==> src/ssm_pkg.sv <==
`default_nettype none
package ssm_pkg;

  // ----------------------------------------------------------------
  // pointer map and sample storage
  // ----------------------------------------------------------------
  localparam logic [7:0] PTR_RESET = 8'h00;
  localparam logic [7:0] PTR_CFG_MAX = 8'h45;
  localparam logic [7:0] PTR_BUF_FIRST = 8'h46;
  localparam logic [7:0] PTR_BUF_LAST = 8'h49;
  localparam int SAMPLE_W = 10;
  localparam int SAMPLE_DEPTH = 50;
  localparam int BUF_COUNT = 4;

  // ----------------------------------------------------------------
  // link framing and filtering
  // ----------------------------------------------------------------
  localparam logic [2:0] SLAVE_PREFIX = 3'h3;
  localparam logic [3:0] BITS_PER_BYTE = 4'h8;
  localparam int FILT_CYCLES = 3;

  // ----------------------------------------------------------------
  // types
  // ----------------------------------------------------------------
  typedef enum logic [1:0] {
    STRAP_LOW = 2'h0,
    STRAP_HIGH = 2'h1,
    STRAP_OPEN = 2'h2
  } ssm_strap_type;

  typedef enum logic [6:0] {
    ST_IDLE = 7'h01,
    ST_ADDR = 7'h02,
    ST_ADDR_ACK = 7'h04,
    ST_RX = 7'h08,
    ST_RX_ACK = 7'h10,
    ST_TX = 7'h20,
    ST_TX_ACK = 7'h40
  } ssm_state_type;

endpackage : ssm_pkg
`default_nettype wire

==> src/ssm_line_if.sv <==
`timescale 1ns/1ps
`default_nettype none
// filtered bus events handed from the line conditioner to the slave core
interface ssm_line_if;
  logic scl_rise;
  logic scl_fall;
  logic sda_level;
  logic start_det;
  logic stop_det;
  modport src (output scl_rise, output scl_fall, output sda_level, output start_det,
    output stop_det);
  modport dst (input scl_rise, input scl_fall, input sda_level, input start_det,
    input stop_det);
endinterface : ssm_line_if
`default_nettype wire

==> src/ssm_i2c_slave.sv <==
`timescale 1ns/1ps
`default_nettype none
module ssm_i2c_slave #(
  parameter int FILT = ssm_pkg::FILT_CYCLES,
  parameter int DEPTH = ssm_pkg::SAMPLE_DEPTH
) (
  input wire logic clk,
  input wire logic reset,
  input wire logic scl_in,
  input wire logic sda_in,
  output logic sda_out,
  output logic sda_oe_n,
  input wire logic [1:0] addr_strap_low,
  input wire logic [1:0] addr_strap_high,
  input wire logic reboot_busy,
  input wire logic ten_bit_mode,
  input wire logic smp_wr,
  input wire logic [1:0] smp_sel,
  input wire logic [ssm_pkg::SAMPLE_W-1:0] smp_data,
  output logic [7:0] reg_rd_addr,
  input wire logic [7:0] reg_rd_data,
  output logic reg_wr_en,
  output logic [7:0] reg_wr_addr,
  output logic [7:0] reg_wr_data,
  output logic cbuf_active
);
  import ssm_pkg::*;
  localparam int KW = $clog2(DEPTH);

  // ----------------------------------------------------------------
  // state
  // ----------------------------------------------------------------
  ssm_state_type state_reg, state_next;
  logic [3:0] bit_cnt_reg, bit_cnt_next;
  logic [7:0] shift_in_reg, shift_in_next;
  logic [7:0] tx_shift_reg, tx_shift_next;
  logic sda_oe_n_reg, sda_oe_n_next;
  logic sda_out_reg;
  logic rw_reg, rw_next;
  logic first_byte_reg, first_byte_next;
  logic reject_reg, reject_next;
  logic [7:0] ptr_reg, ptr_next;
  logic cbuf_reg, cbuf_next;
  logic [KW-1:0] samp_k_reg, samp_k_next;
  logic hi_phase_reg, hi_phase_next;
  logic ack_seen_reg, ack_seen_next;
  logic reg_wr_en_reg, reg_wr_en_next;
  logic [7:0] reg_wr_addr_reg, reg_wr_addr_next;
  logic [7:0] reg_wr_data_reg, reg_wr_data_next;
  logic [1:0] strap_lo_s1_reg, strap_lo_s2_reg;
  logic [1:0] strap_hi_s1_reg, strap_hi_s2_reg;
  logic [SAMPLE_W-1:0] sample_word;
  // buffer index follows the loaded base: 0x46 selects buffer 0
  wire [1:0] buf_sel = 2'(ptr_reg - PTR_BUF_FIRST);
  ssm_line_if line ();

  // ----------------------------------------------------------------
  // line conditioning and sample storage
  // ----------------------------------------------------------------
  ssm_line_cond #(.FILT(FILT)) u_line (
    .clk(clk),
    .reset(reset),
    .scl_in(scl_in),
    .sda_in(sda_in),
    .line(line.src)
  );

  ssm_sample_buf #(.WIDTH(SAMPLE_W), .DEPTH(DEPTH), .NBUF(BUF_COUNT)) u_buf (
    .clk(clk),
    .reset(reset),
    .wr_en(smp_wr),
    .wr_sel(smp_sel),
    .wr_data(smp_data),
    .rd_sel(buf_sel),
    .rd_k(samp_k_reg),
    .rd_data(sample_word)
  );

  // ----------------------------------------------------------------
  // decode
  // ----------------------------------------------------------------
  // low strap maps to 2'b10, high to 2'b01, open to 2'b00
  function automatic logic [1:0] strap_bits(input logic [1:0] code);
    case (code)
      STRAP_LOW: strap_bits = 2'h2;
      STRAP_HIGH: strap_bits = 2'h1;
      default: strap_bits = 2'h0;
    endcase
  endfunction : strap_bits

  wire [6:0] own_addr = {SLAVE_PREFIX, strap_bits(strap_hi_s2_reg),
                         strap_bits(strap_lo_s2_reg)};
  wire addr_match = (shift_in_reg[7:1] == own_addr) && !reboot_busy;
  wire byte_done = (bit_cnt_reg == BITS_PER_BYTE);
  wire rx_is_cfg = (shift_in_reg <= PTR_CFG_MAX);
  wire rx_is_buf = (shift_in_reg >= PTR_BUF_FIRST) && (shift_in_reg <= PTR_BUF_LAST);
  wire [7:0] ptr_incr = (ptr_reg >= PTR_CFG_MAX) ? PTR_RESET : ptr_reg + 8'h01;
  wire [KW-1:0] samp_k_incr = (samp_k_reg == KW'(DEPTH - 1)) ? '0 : samp_k_reg + KW'(1);
  // 10-bit low phase sends the two low bits right-justified; else top eight bits
  wire [7:0] samp_byte = (ten_bit_mode && !hi_phase_reg) ? {6'h00, sample_word[1:0]}
                                                        : sample_word[9:2];
  wire [7:0] tx_byte = cbuf_reg ? samp_byte : reg_rd_data;
  wire bus_event = line.start_det | line.stop_det;

  // ----------------------------------------------------------------
  // transfer sequencer
  // ----------------------------------------------------------------
  // data changes only on clock falls, sampling only on rises; the master
  // owns the clock, so nothing here waits on a time-out
  always_comb begin
    state_next = state_reg;
    bit_cnt_next = bit_cnt_reg;
    shift_in_next = shift_in_reg;
    tx_shift_next = tx_shift_reg;
    sda_oe_n_next = sda_oe_n_reg;
    rw_next = rw_reg;
    first_byte_next = first_byte_reg;
    reject_next = reject_reg;
    ptr_next = ptr_reg;
    cbuf_next = cbuf_reg;
    samp_k_next = samp_k_reg;
    hi_phase_next = hi_phase_reg;
    ack_seen_next = ack_seen_reg;
    reg_wr_en_next = 1'b0;
    reg_wr_addr_next = reg_wr_addr_reg;
    reg_wr_data_next = reg_wr_data_reg;
    if (line.stop_det) begin
      // pointer is left untouched: a send-byte keeps its value
      state_next = ST_IDLE;
      sda_oe_n_next = 1'b1;
    end else if (line.start_det) begin
      state_next = ST_ADDR;
      bit_cnt_next = 4'h0;
      sda_oe_n_next = 1'b1;
    end else if (line.scl_rise) begin
      case (state_reg)
        ST_ADDR, ST_RX: begin
          shift_in_next = {shift_in_reg[6:0], line.sda_level};
          bit_cnt_next = bit_cnt_reg + 4'h1;
        end
        ST_TX: bit_cnt_next = bit_cnt_reg + 4'h1;
        ST_TX_ACK: begin
          ack_seen_next = ~line.sda_level;
          if (!cbuf_reg) begin
            ptr_next = ptr_incr;
          end else if (line.sda_level) begin
            cbuf_next = 1'b0;
          end else if (ten_bit_mode && hi_phase_reg) begin
            hi_phase_next = 1'b0;
          end else begin
            hi_phase_next = 1'b1;
            samp_k_next = samp_k_incr;
          end
        end
        default: ;
      endcase
    end else if (line.scl_fall) begin
      case (state_reg)
        ST_ADDR: begin
          if (byte_done && addr_match) begin
            state_next = ST_ADDR_ACK;
            sda_oe_n_next = 1'b0;
            rw_next = shift_in_reg[0];
            first_byte_next = 1'b1;
            reject_next = 1'b0;
          end else if (byte_done) begin
            state_next = ST_IDLE;
          end
        end
        ST_ADDR_ACK, ST_RX_ACK: begin
          bit_cnt_next = 4'h0;
          if (state_reg == ST_ADDR_ACK && rw_reg) begin
            state_next = ST_TX;
            tx_shift_next = tx_byte;
            sda_oe_n_next = tx_byte[7];
          end else begin
            state_next = ST_RX;
            sda_oe_n_next = 1'b1;
          end
        end
        ST_RX: begin
          if (byte_done) begin
            state_next = ST_RX_ACK;
            first_byte_next = 1'b0;
            if (first_byte_reg && (rx_is_cfg || rx_is_buf)) begin
              ptr_next = shift_in_reg;
              sda_oe_n_next = 1'b0;
              cbuf_next = rx_is_buf;
              samp_k_next = '0;
              hi_phase_next = 1'b1;
            end else if (first_byte_reg) begin
              reject_next = 1'b1;
            end else if (!reject_reg && ptr_reg <= PTR_CFG_MAX) begin
              sda_oe_n_next = 1'b0;
              reg_wr_en_next = 1'b1;
              reg_wr_addr_next = ptr_reg;
              reg_wr_data_next = shift_in_reg;
              ptr_next = ptr_incr;
            end
          end
        end
        ST_TX: begin
          if (byte_done) begin
            state_next = ST_TX_ACK;
            sda_oe_n_next = 1'b1;
          end else begin
            tx_shift_next = {tx_shift_reg[6:0], 1'b0};
            sda_oe_n_next = tx_shift_reg[6];
          end
        end
        ST_TX_ACK: begin
          bit_cnt_next = 4'h0;
          if (ack_seen_reg) begin
            state_next = ST_TX;
            tx_shift_next = tx_byte;
            sda_oe_n_next = tx_byte[7];
          end else begin
            state_next = ST_IDLE;
          end
        end
        default: ;
      endcase
    end
  end

  // ----------------------------------------------------------------
  // registers
  // ----------------------------------------------------------------
  always_ff @(posedge clk) begin
    if (reset) begin
      state_reg <= ST_IDLE;
      bit_cnt_reg <= 4'h0;
      shift_in_reg <= 8'h00;
      tx_shift_reg <= 8'h00;
      sda_oe_n_reg <= 1'b1;
      rw_reg <= 1'b0;
      first_byte_reg <= 1'b0;
      reject_reg <= 1'b0;
    end else begin
      state_reg <= state_next;
      bit_cnt_reg <= bit_cnt_next;
      shift_in_reg <= shift_in_next;
      tx_shift_reg <= tx_shift_next;
      sda_oe_n_reg <= sda_oe_n_next;
      rw_reg <= rw_next;
      first_byte_reg <= first_byte_next;
      reject_reg <= reject_next;
    end
  end

  always_ff @(posedge clk) begin
    if (reset) begin
      ptr_reg <= PTR_RESET;
      cbuf_reg <= 1'b0;
      samp_k_reg <= '0;
      hi_phase_reg <= 1'b1;
      ack_seen_reg <= 1'b0;
      reg_wr_en_reg <= 1'b0;
      reg_wr_addr_reg <= PTR_RESET;
      reg_wr_data_reg <= 8'h00;
    end else begin
      ptr_reg <= ptr_next;
      cbuf_reg <= cbuf_next;
      samp_k_reg <= samp_k_next;
      hi_phase_reg <= hi_phase_next;
      ack_seen_reg <= ack_seen_next;
      reg_wr_en_reg <= reg_wr_en_next;
      reg_wr_addr_reg <= reg_wr_addr_next;
      reg_wr_data_reg <= reg_wr_data_next;
    end
  end

  // straps are pins: two flops each, and the address follows them live
  always_ff @(posedge clk) begin
    if (reset) begin
      strap_lo_s1_reg <= 2'h0;
      strap_lo_s2_reg <= 2'h0;
      strap_hi_s1_reg <= 2'h0;
      strap_hi_s2_reg <= 2'h0;
      sda_out_reg <= 1'b0;
    end else begin
      strap_lo_s1_reg <= addr_strap_low;
      strap_lo_s2_reg <= strap_lo_s1_reg;
      strap_hi_s1_reg <= addr_strap_high;
      strap_hi_s2_reg <= strap_hi_s1_reg;
      sda_out_reg <= 1'b0;
    end
  end

  // ----------------------------------------------------------------
  // outputs
  // ----------------------------------------------------------------
  // open-drain: only ever drives low, enable decides
  assign sda_out = sda_out_reg;
  assign sda_oe_n = sda_oe_n_reg;
  assign reg_rd_addr = ptr_reg;
  assign reg_wr_en = reg_wr_en_reg;
  assign reg_wr_addr = reg_wr_addr_reg;
  assign reg_wr_data = reg_wr_data_reg;
  assign cbuf_active = cbuf_reg;
endmodule : ssm_i2c_slave
`default_nettype wire

==> src/ssm_line_cond.sv <==
`timescale 1ns/1ps
`default_nettype none
module ssm_line_cond #(
  parameter int FILT = ssm_pkg::FILT_CYCLES
) (
  input wire logic clk,
  input wire logic reset,
  input wire logic scl_in,
  input wire logic sda_in,
  ssm_line_if.src line
);
  import ssm_pkg::*;

  logic [1:0] scl_sync_reg;
  logic [1:0] sda_sync_reg;
  logic [FILT-1:0] scl_hist_reg;
  logic [FILT-1:0] sda_hist_reg;
  logic scl_filt_reg;
  logic sda_filt_reg;
  logic scl_prev_reg;
  logic sda_prev_reg;

  // ----------------------------------------------------------------
  // two-stage synchronisers, then a stability filter
  // ----------------------------------------------------------------
  // a level only moves after FILT identical samples, so spikes shorter
  // than that never reach the edge logic
  always_ff @(posedge clk) begin
    if (reset) begin
      scl_sync_reg <= 2'h3;
      sda_sync_reg <= 2'h3;
      scl_hist_reg <= '1;
      sda_hist_reg <= '1;
      scl_filt_reg <= 1'b1;
      sda_filt_reg <= 1'b1;
      scl_prev_reg <= 1'b1;
      sda_prev_reg <= 1'b1;
    end else begin
      scl_sync_reg <= {scl_sync_reg[0], scl_in};
      sda_sync_reg <= {sda_sync_reg[0], sda_in};
      scl_hist_reg <= {scl_hist_reg[FILT-2:0], scl_sync_reg[1]};
      sda_hist_reg <= {sda_hist_reg[FILT-2:0], sda_sync_reg[1]};
      if (&scl_hist_reg || ~|scl_hist_reg) scl_filt_reg <= scl_hist_reg[0];
      if (&sda_hist_reg || ~|sda_hist_reg) sda_filt_reg <= sda_hist_reg[0];
      scl_prev_reg <= scl_filt_reg;
      sda_prev_reg <= sda_filt_reg;
    end
  end

  // ----------------------------------------------------------------
  // edge and condition decode
  // ----------------------------------------------------------------
  // data moving while the clock stays high frames a transfer
  assign line.scl_rise = scl_filt_reg & ~scl_prev_reg;
  assign line.scl_fall = ~scl_filt_reg & scl_prev_reg;
  assign line.sda_level = sda_filt_reg;
  assign line.start_det = scl_filt_reg & scl_prev_reg & sda_prev_reg & ~sda_filt_reg;
  assign line.stop_det = scl_filt_reg & scl_prev_reg & ~sda_prev_reg & sda_filt_reg;

endmodule : ssm_line_cond
`default_nettype wire

==> src/ssm_sample_buf.sv <==
`timescale 1ns/1ps
`default_nettype none
module ssm_sample_buf #(
  parameter int WIDTH = ssm_pkg::SAMPLE_W,
  parameter int DEPTH = ssm_pkg::SAMPLE_DEPTH,
  parameter int NBUF = ssm_pkg::BUF_COUNT
) (
  input wire logic clk,
  input wire logic reset,
  input wire logic wr_en,
  input wire logic [$clog2(NBUF)-1:0] wr_sel,
  input wire logic [WIDTH-1:0] wr_data,
  input wire logic [$clog2(NBUF)-1:0] rd_sel,
  input wire logic [$clog2(DEPTH)-1:0] rd_k,
  output logic [WIDTH-1:0] rd_data
);
  import ssm_pkg::*;
  localparam int KW = $clog2(DEPTH);
  localparam int SW = $clog2(NBUF);

  logic [WIDTH-1:0] mem_reg [NBUF*DEPTH];
  logic [KW-1:0] head_reg [NBUF];

  function automatic int slot_index(input logic [SW-1:0] sel, input logic [KW-1:0] slot);
    slot_index = int'(sel) * DEPTH + int'(slot);
  endfunction : slot_index

  // ----------------------------------------------------------------
  // circular write side: head marks the oldest slot, next to be overwritten
  // ----------------------------------------------------------------
  for (genvar b = 0; b < NBUF; b++) begin : g_head
    always_ff @(posedge clk) begin
      if (reset) head_reg[b] <= '0;
      else if (wr_en && wr_sel == SW'(b))
        head_reg[b] <= (head_reg[b] == KW'(DEPTH - 1)) ? '0 : head_reg[b] + KW'(1);
    end
  end

  // sample storage carries no reset; only the pointers need a known value
  always_ff @(posedge clk) begin
    if (wr_en) mem_reg[slot_index(wr_sel, head_reg[wr_sel])] <= wr_data;
  end

  // ----------------------------------------------------------------
  // readout order: second-oldest first, oldest last
  // ----------------------------------------------------------------
  wire [KW:0] rd_sum = {1'b0, head_reg[rd_sel]} + {1'b0, rd_k} + (KW + 1)'(1);
  wire [KW-1:0] rd_slot = (rd_sum >= (KW + 1)'(DEPTH)) ? KW'(rd_sum - (KW + 1)'(DEPTH))
                                                       : rd_sum[KW-1:0];
  assign rd_data = mem_reg[slot_index(rd_sel, rd_slot)];

endmodule : ssm_sample_buf
`default_nettype wire

==> config.mk <==
export PLATFORM = sky130hd
export DESIGN_NAME = ssm_i2c_slave
export DESIGN_NICKNAME = d
export VERILOG_FILES = /design/src/ssm_pkg.sv /design/src/ssm_line_if.sv /design/src/ssm_i2c_slave.sv /design/src/ssm_line_cond.sv /design/src/ssm_sample_buf.sv
export SDC_FILE = /design/constraint.sdc
export NUM_CORES = 2
export LEC_CHECK = 0
export BUFFER_PORTS_ARGS = -buffer_cell sky130_fd_sc_hd__buf_4
export CORE_MARGIN = 1
export CORE_UTILIZATION = 35
export DETAILED_ROUTE_END_ITERATION = 6
export GPL_ROUTABILITY_DRIVEN = 0
export PLACE_DENSITY = 0.59
export SETUP_SLACK_MARGIN = 0.5
export SLEW_MARGIN = 20
export SYNTH_ARGS = -nofsm -noshare
export SYNTH_HDL_FRONTEND = slang
export SYNTH_HIERARCHICAL = 1
export SYNTH_SLANG_ARGS = --single-unit
==> constraint.sdc <==
create_clock -name clk -period 11.6 [get_ports clk]
set_input_delay 1.16 -clock clk [delete_from_list [all_inputs] [get_ports clk]]
set_output_delay 1.16 -clock clk [all_outputs]
set_load 0.01 [all_outputs]
==> run metrics <==
power per cell area approximately 170 nW/um2; DRT Wirelength 208300 um; number of remaining DRC errors 0; Vias/cell around 5.4; VDD IR-drop max 0.1693 mV; die height about 490 um; Seq cells post-synth 2110; Main synth FF type edfxtp_1; min-delay src u_line/scl_sync_reg[0]$_SDFF_PP1_; Worst-Skew Late Latency about 0.86 ns; Site Rows 180; maxcap violations 0; syn nets 4182; clock slew at reported path FFs 0.06 ns; Lkg Pwr 0.02907 uW; post-synthesis async set-or-reset flop share 0%; Die Span X 493.5 um; WP data arrival ~9.4 ns; switch share 23.39%; Synth top area share 71.89%; sequential cell area fraction in the yosys report 73.93%; Yosys warning count 6; clock tree buffer depth 3; Top delay family on crit path compound AO/OA/AOI/OAI gates; Hold Crit Class reg -> reg; CTS Sinks 2110; Gate power share 9.6%; CTS Buf Count 207; first-pass GRT wire length 302200 um; Area Growth Syn to Fin 12.81%; Root Driver clkbuf_16; CTS tree yes; final net count 4290; Final min period 8.699 ns; CP peak stage delay 0.89 ns; Crit Path Category reg -> reg; Total GRT Usage 17.06%; die area between 200000 and 250000 um2; core area 240300 um2; GR Overflow Total 0; H-tree depth 4; endpoints failing hold 0; # IOs 59; final cell count without fillers about 7.6k; syn_area_per_cell 20.56 um2; largest net degree at the start of global routing 125; status completed; Routed Antenna Nets 0; sequential share of power between 50% and 60%; CP max-delay cell a2111oi_0; router iterations before antenna repair 5; Syn Inst Count 4111; max reg flops approximately 2.0k; worst hold margin 0.4047 ns; Setup TNS 0 ns; DP Cell Count between 7k and 8k; number of global-route vias before repair around 40k; crit path max fanout 69; period utilisation layout 74.99%; CTS resizes 0; Worst EP required 12.31 ns; Max Slew Vio Count 0; worst-case reg-to-reg path depth 27; Slew @ Worst Pin 1.155 ns; initial antenna violation count 12; Routed wire per std cell roughly 27 um; Critical Path Source reg_rd_addr[1]$_SDFFE_PP0P_; Netlist cell types 93; final count of negative-setup-slack endpoints 0; clock power share 39.6%; capturing point of the worst reg2reg path tx_shift_reg[6]$_SDFFE_PP0P_; synthesized area 84540 um2; P_sw 3872 uW; Critical Path End Type register; worst rel slew slack 22.68%; post-CTS setup buffers 0; R2R setup slack 2.90 ns; top cells by area, synth edfxtp_1 (72%), mux4_2 (16%), dfxtp_1 (2.0%); Initial Util 35.18%; Detail Placement HPWL 125500 um; largest area contributor in the netlist edfxtp_1; fmax 115.0 MHz; Worst Skew 0.03639 ns; PortBufs 57; CTS Hold Bufs 0; First DRT Iteration DRCs 4127; EDFF count, synth 2024; pre-CTS setup slack 3.258 ns; WHS Path Cells 1; RR Startpoint reg_rd_addr[1]$_SDFFE_PP0P_; final worst slack 2.901 ns; routed vias 41.22k; Internal 12690 uW; RSZ-0062 raised after global routing no; startpoint types register; layout cells sized above 1 a little over a quarter; WP buf/inv 2; hold endpoint u_line/scl_sync_reg[1]$_SDFF_PP1_
## stage by stage
stage / utilization [%] / total power (uW) / cell area [um2]
after floorplan: - / 9521 / 84540
after global placement: 36.89 / 10150 / 88650
after detailed placement: 36.91 / 10170 / 88690
after CTS: 39.65 / 16710 / 95290
after global routing: 39.68 / 17040 / 95360
final: 39.69 / 16560 / 95370
## logic make-up (layout without fill, tap and decap cells)
| logic type | after synthesis | count (layout) | share of synthesized area (%) |
|---|---|---|---|
| other | 1 | 5 | 0.004436 |
| XOR/XNOR | 34 | 34 | 0.3522 |
| multiplexers | 752 | 752 | 17.80 |
| buffers and inverters | 282 | 558 | 1.468 |
| flip-flops | 2110 | 2110 | 73.93 |
| adder cells (fa/ha/maj) | 40 | 40 | 0.6186 |
| AO/OA/AOI/OAI | 251 | 251 | 2.099 |
| AND/OR/NAND/NOR | 641 | 641 | 3.733 |
## worst register-to-register path: cells and delay by family, from the launching register on
kind | cells | cell delay (ns)
buffers and inverters | 2 | 0.74
muxes | 3 | 1.07
AOI/OAI and AO/OA | 8 | 2.71
DFF | 1 | 0.36
adders and majority gates | 3 | 1.02
xor gates and xnor gates | 1 | 0.16
and+or+nand+nor | 10 | 2.51
## power groups by stage
stage | registers, uW | clock network, uW | logic (uW)
after CTS | 8400 | 6700 | 1610
after global placement | 8560 | 0 | 1590
after detailed placement | 8560 | 0 | 1610
after floorplan | 8560 | 0 | 966
final | 8400 | 6560 | 1600
after global routing | 8400 | 6970 | 1670
## synth_stat cells, drive strengths merged (6+ instances only)
| cell | count |
|---|---|
| and3 | 12 |
| a21oi | 59 |
| mux2i | 138 |
| a31oi | 7 |
| a22o | 11 |
| mux4 | 599 |
| edfxtp | 2024 |
| nand4 | 21 |
| inv | 44 |
| dfxtp | 86 |
| nand2b | 20 |
| nor2b | 40 |
| nand2 | 113 |
| or2 | 17 |
| ha | 37 |
| o211ai | 20 |
| clkbuf | 175 |
| and2 | 15 |
| nor3b | 11 |
| nor4 | 18 |
| nor3 | 25 |
| or3 | 6 |
| a21o | 9 |
| nand3 | 24 |
| a2111oi | 10 |
| or4 | 12 |
| o22ai | 7 |
| mux2 | 15 |
| nand4b | 6 |
| o21ai | 42 |
| buf | 63 |
| o31ai | 7 |
| nor2 | 286 |
| xnor2 | 20 |
| xor2 | 14 |
| a211oi | 29 |
## cell type report
cell class                      instances  area (um2)
Multi-Input combinational cell       1719       20970
Inverter                               44       165.2
Antenna cell                            4       10.01
Clock buffer                          260        5436
Fill cell                           21140      144900
Clock inverter                        117        1170
Tap cell                             3185        3985
Sequential cell                      2110       62500
Timing Repair Buffer                  137        1139
## worst max path at each step
stage	cells past startpoint	slack [ns]	endpoint
after global routing	29	2.40	tx_shift_reg[6]$_SDFFE_PP0P_
after floorplan	32	4.61	tx_shift_reg[5]$_SDFFE_PP0P_
final	27	2.90	tx_shift_reg[6]$_SDFFE_PP0P_
after detailed placement	28	3.26	tx_shift_reg[6]$_SDFFE_PP0P_
after CTS	30	3.21	tx_shift_reg[6]$_SDFFE_PP0P_
after global placement	25	3.34	tx_shift_reg[6]$_SDFFE_PP0P_
## cell usage in the layout (no fill, tap or decap), types with 8 or more instances in the layout
cell / instances
or2_1: 9
buf_6: 10
xor2_1: 14
nand4_1: 21
clkinv_2: 41
a211oi_1: 26
a22o_1: 11
dfxtp_1: 86
mux4_2: 599
clkbuf_16: 209
buf_4: 120
mux2i_1: 138
a21oi_1: 58
or4_1: 9
xnor2_1: 18
nor3_1: 21
and2_1: 10
a21o_1: 9
edfxtp_1: 2024
nor2_2: 40
clkbuf_1: 46
nor4_1: 9
nand2_1: 108
nor2_1: 246
mux2_2: 14
nand3_1: 24
o211ai_1: 20
nand2b_1: 20
nor3b_1: 9
nor4_2: 8
ha_1: 35
o21ai_0: 38
and3_1: 12
nor2b_1: 40
bufinv_16: 16
inv_1: 44
clkinv_1: 33
## routing by layer
metal / track usage, % / wire, um
met1: 24.24 / 90470
met2: 27.24 / 99910
met3: 2.775 / 12860
met4: 4.541 / 5014
met5: 0 / 18
Power figures use the tool's default switching activity.
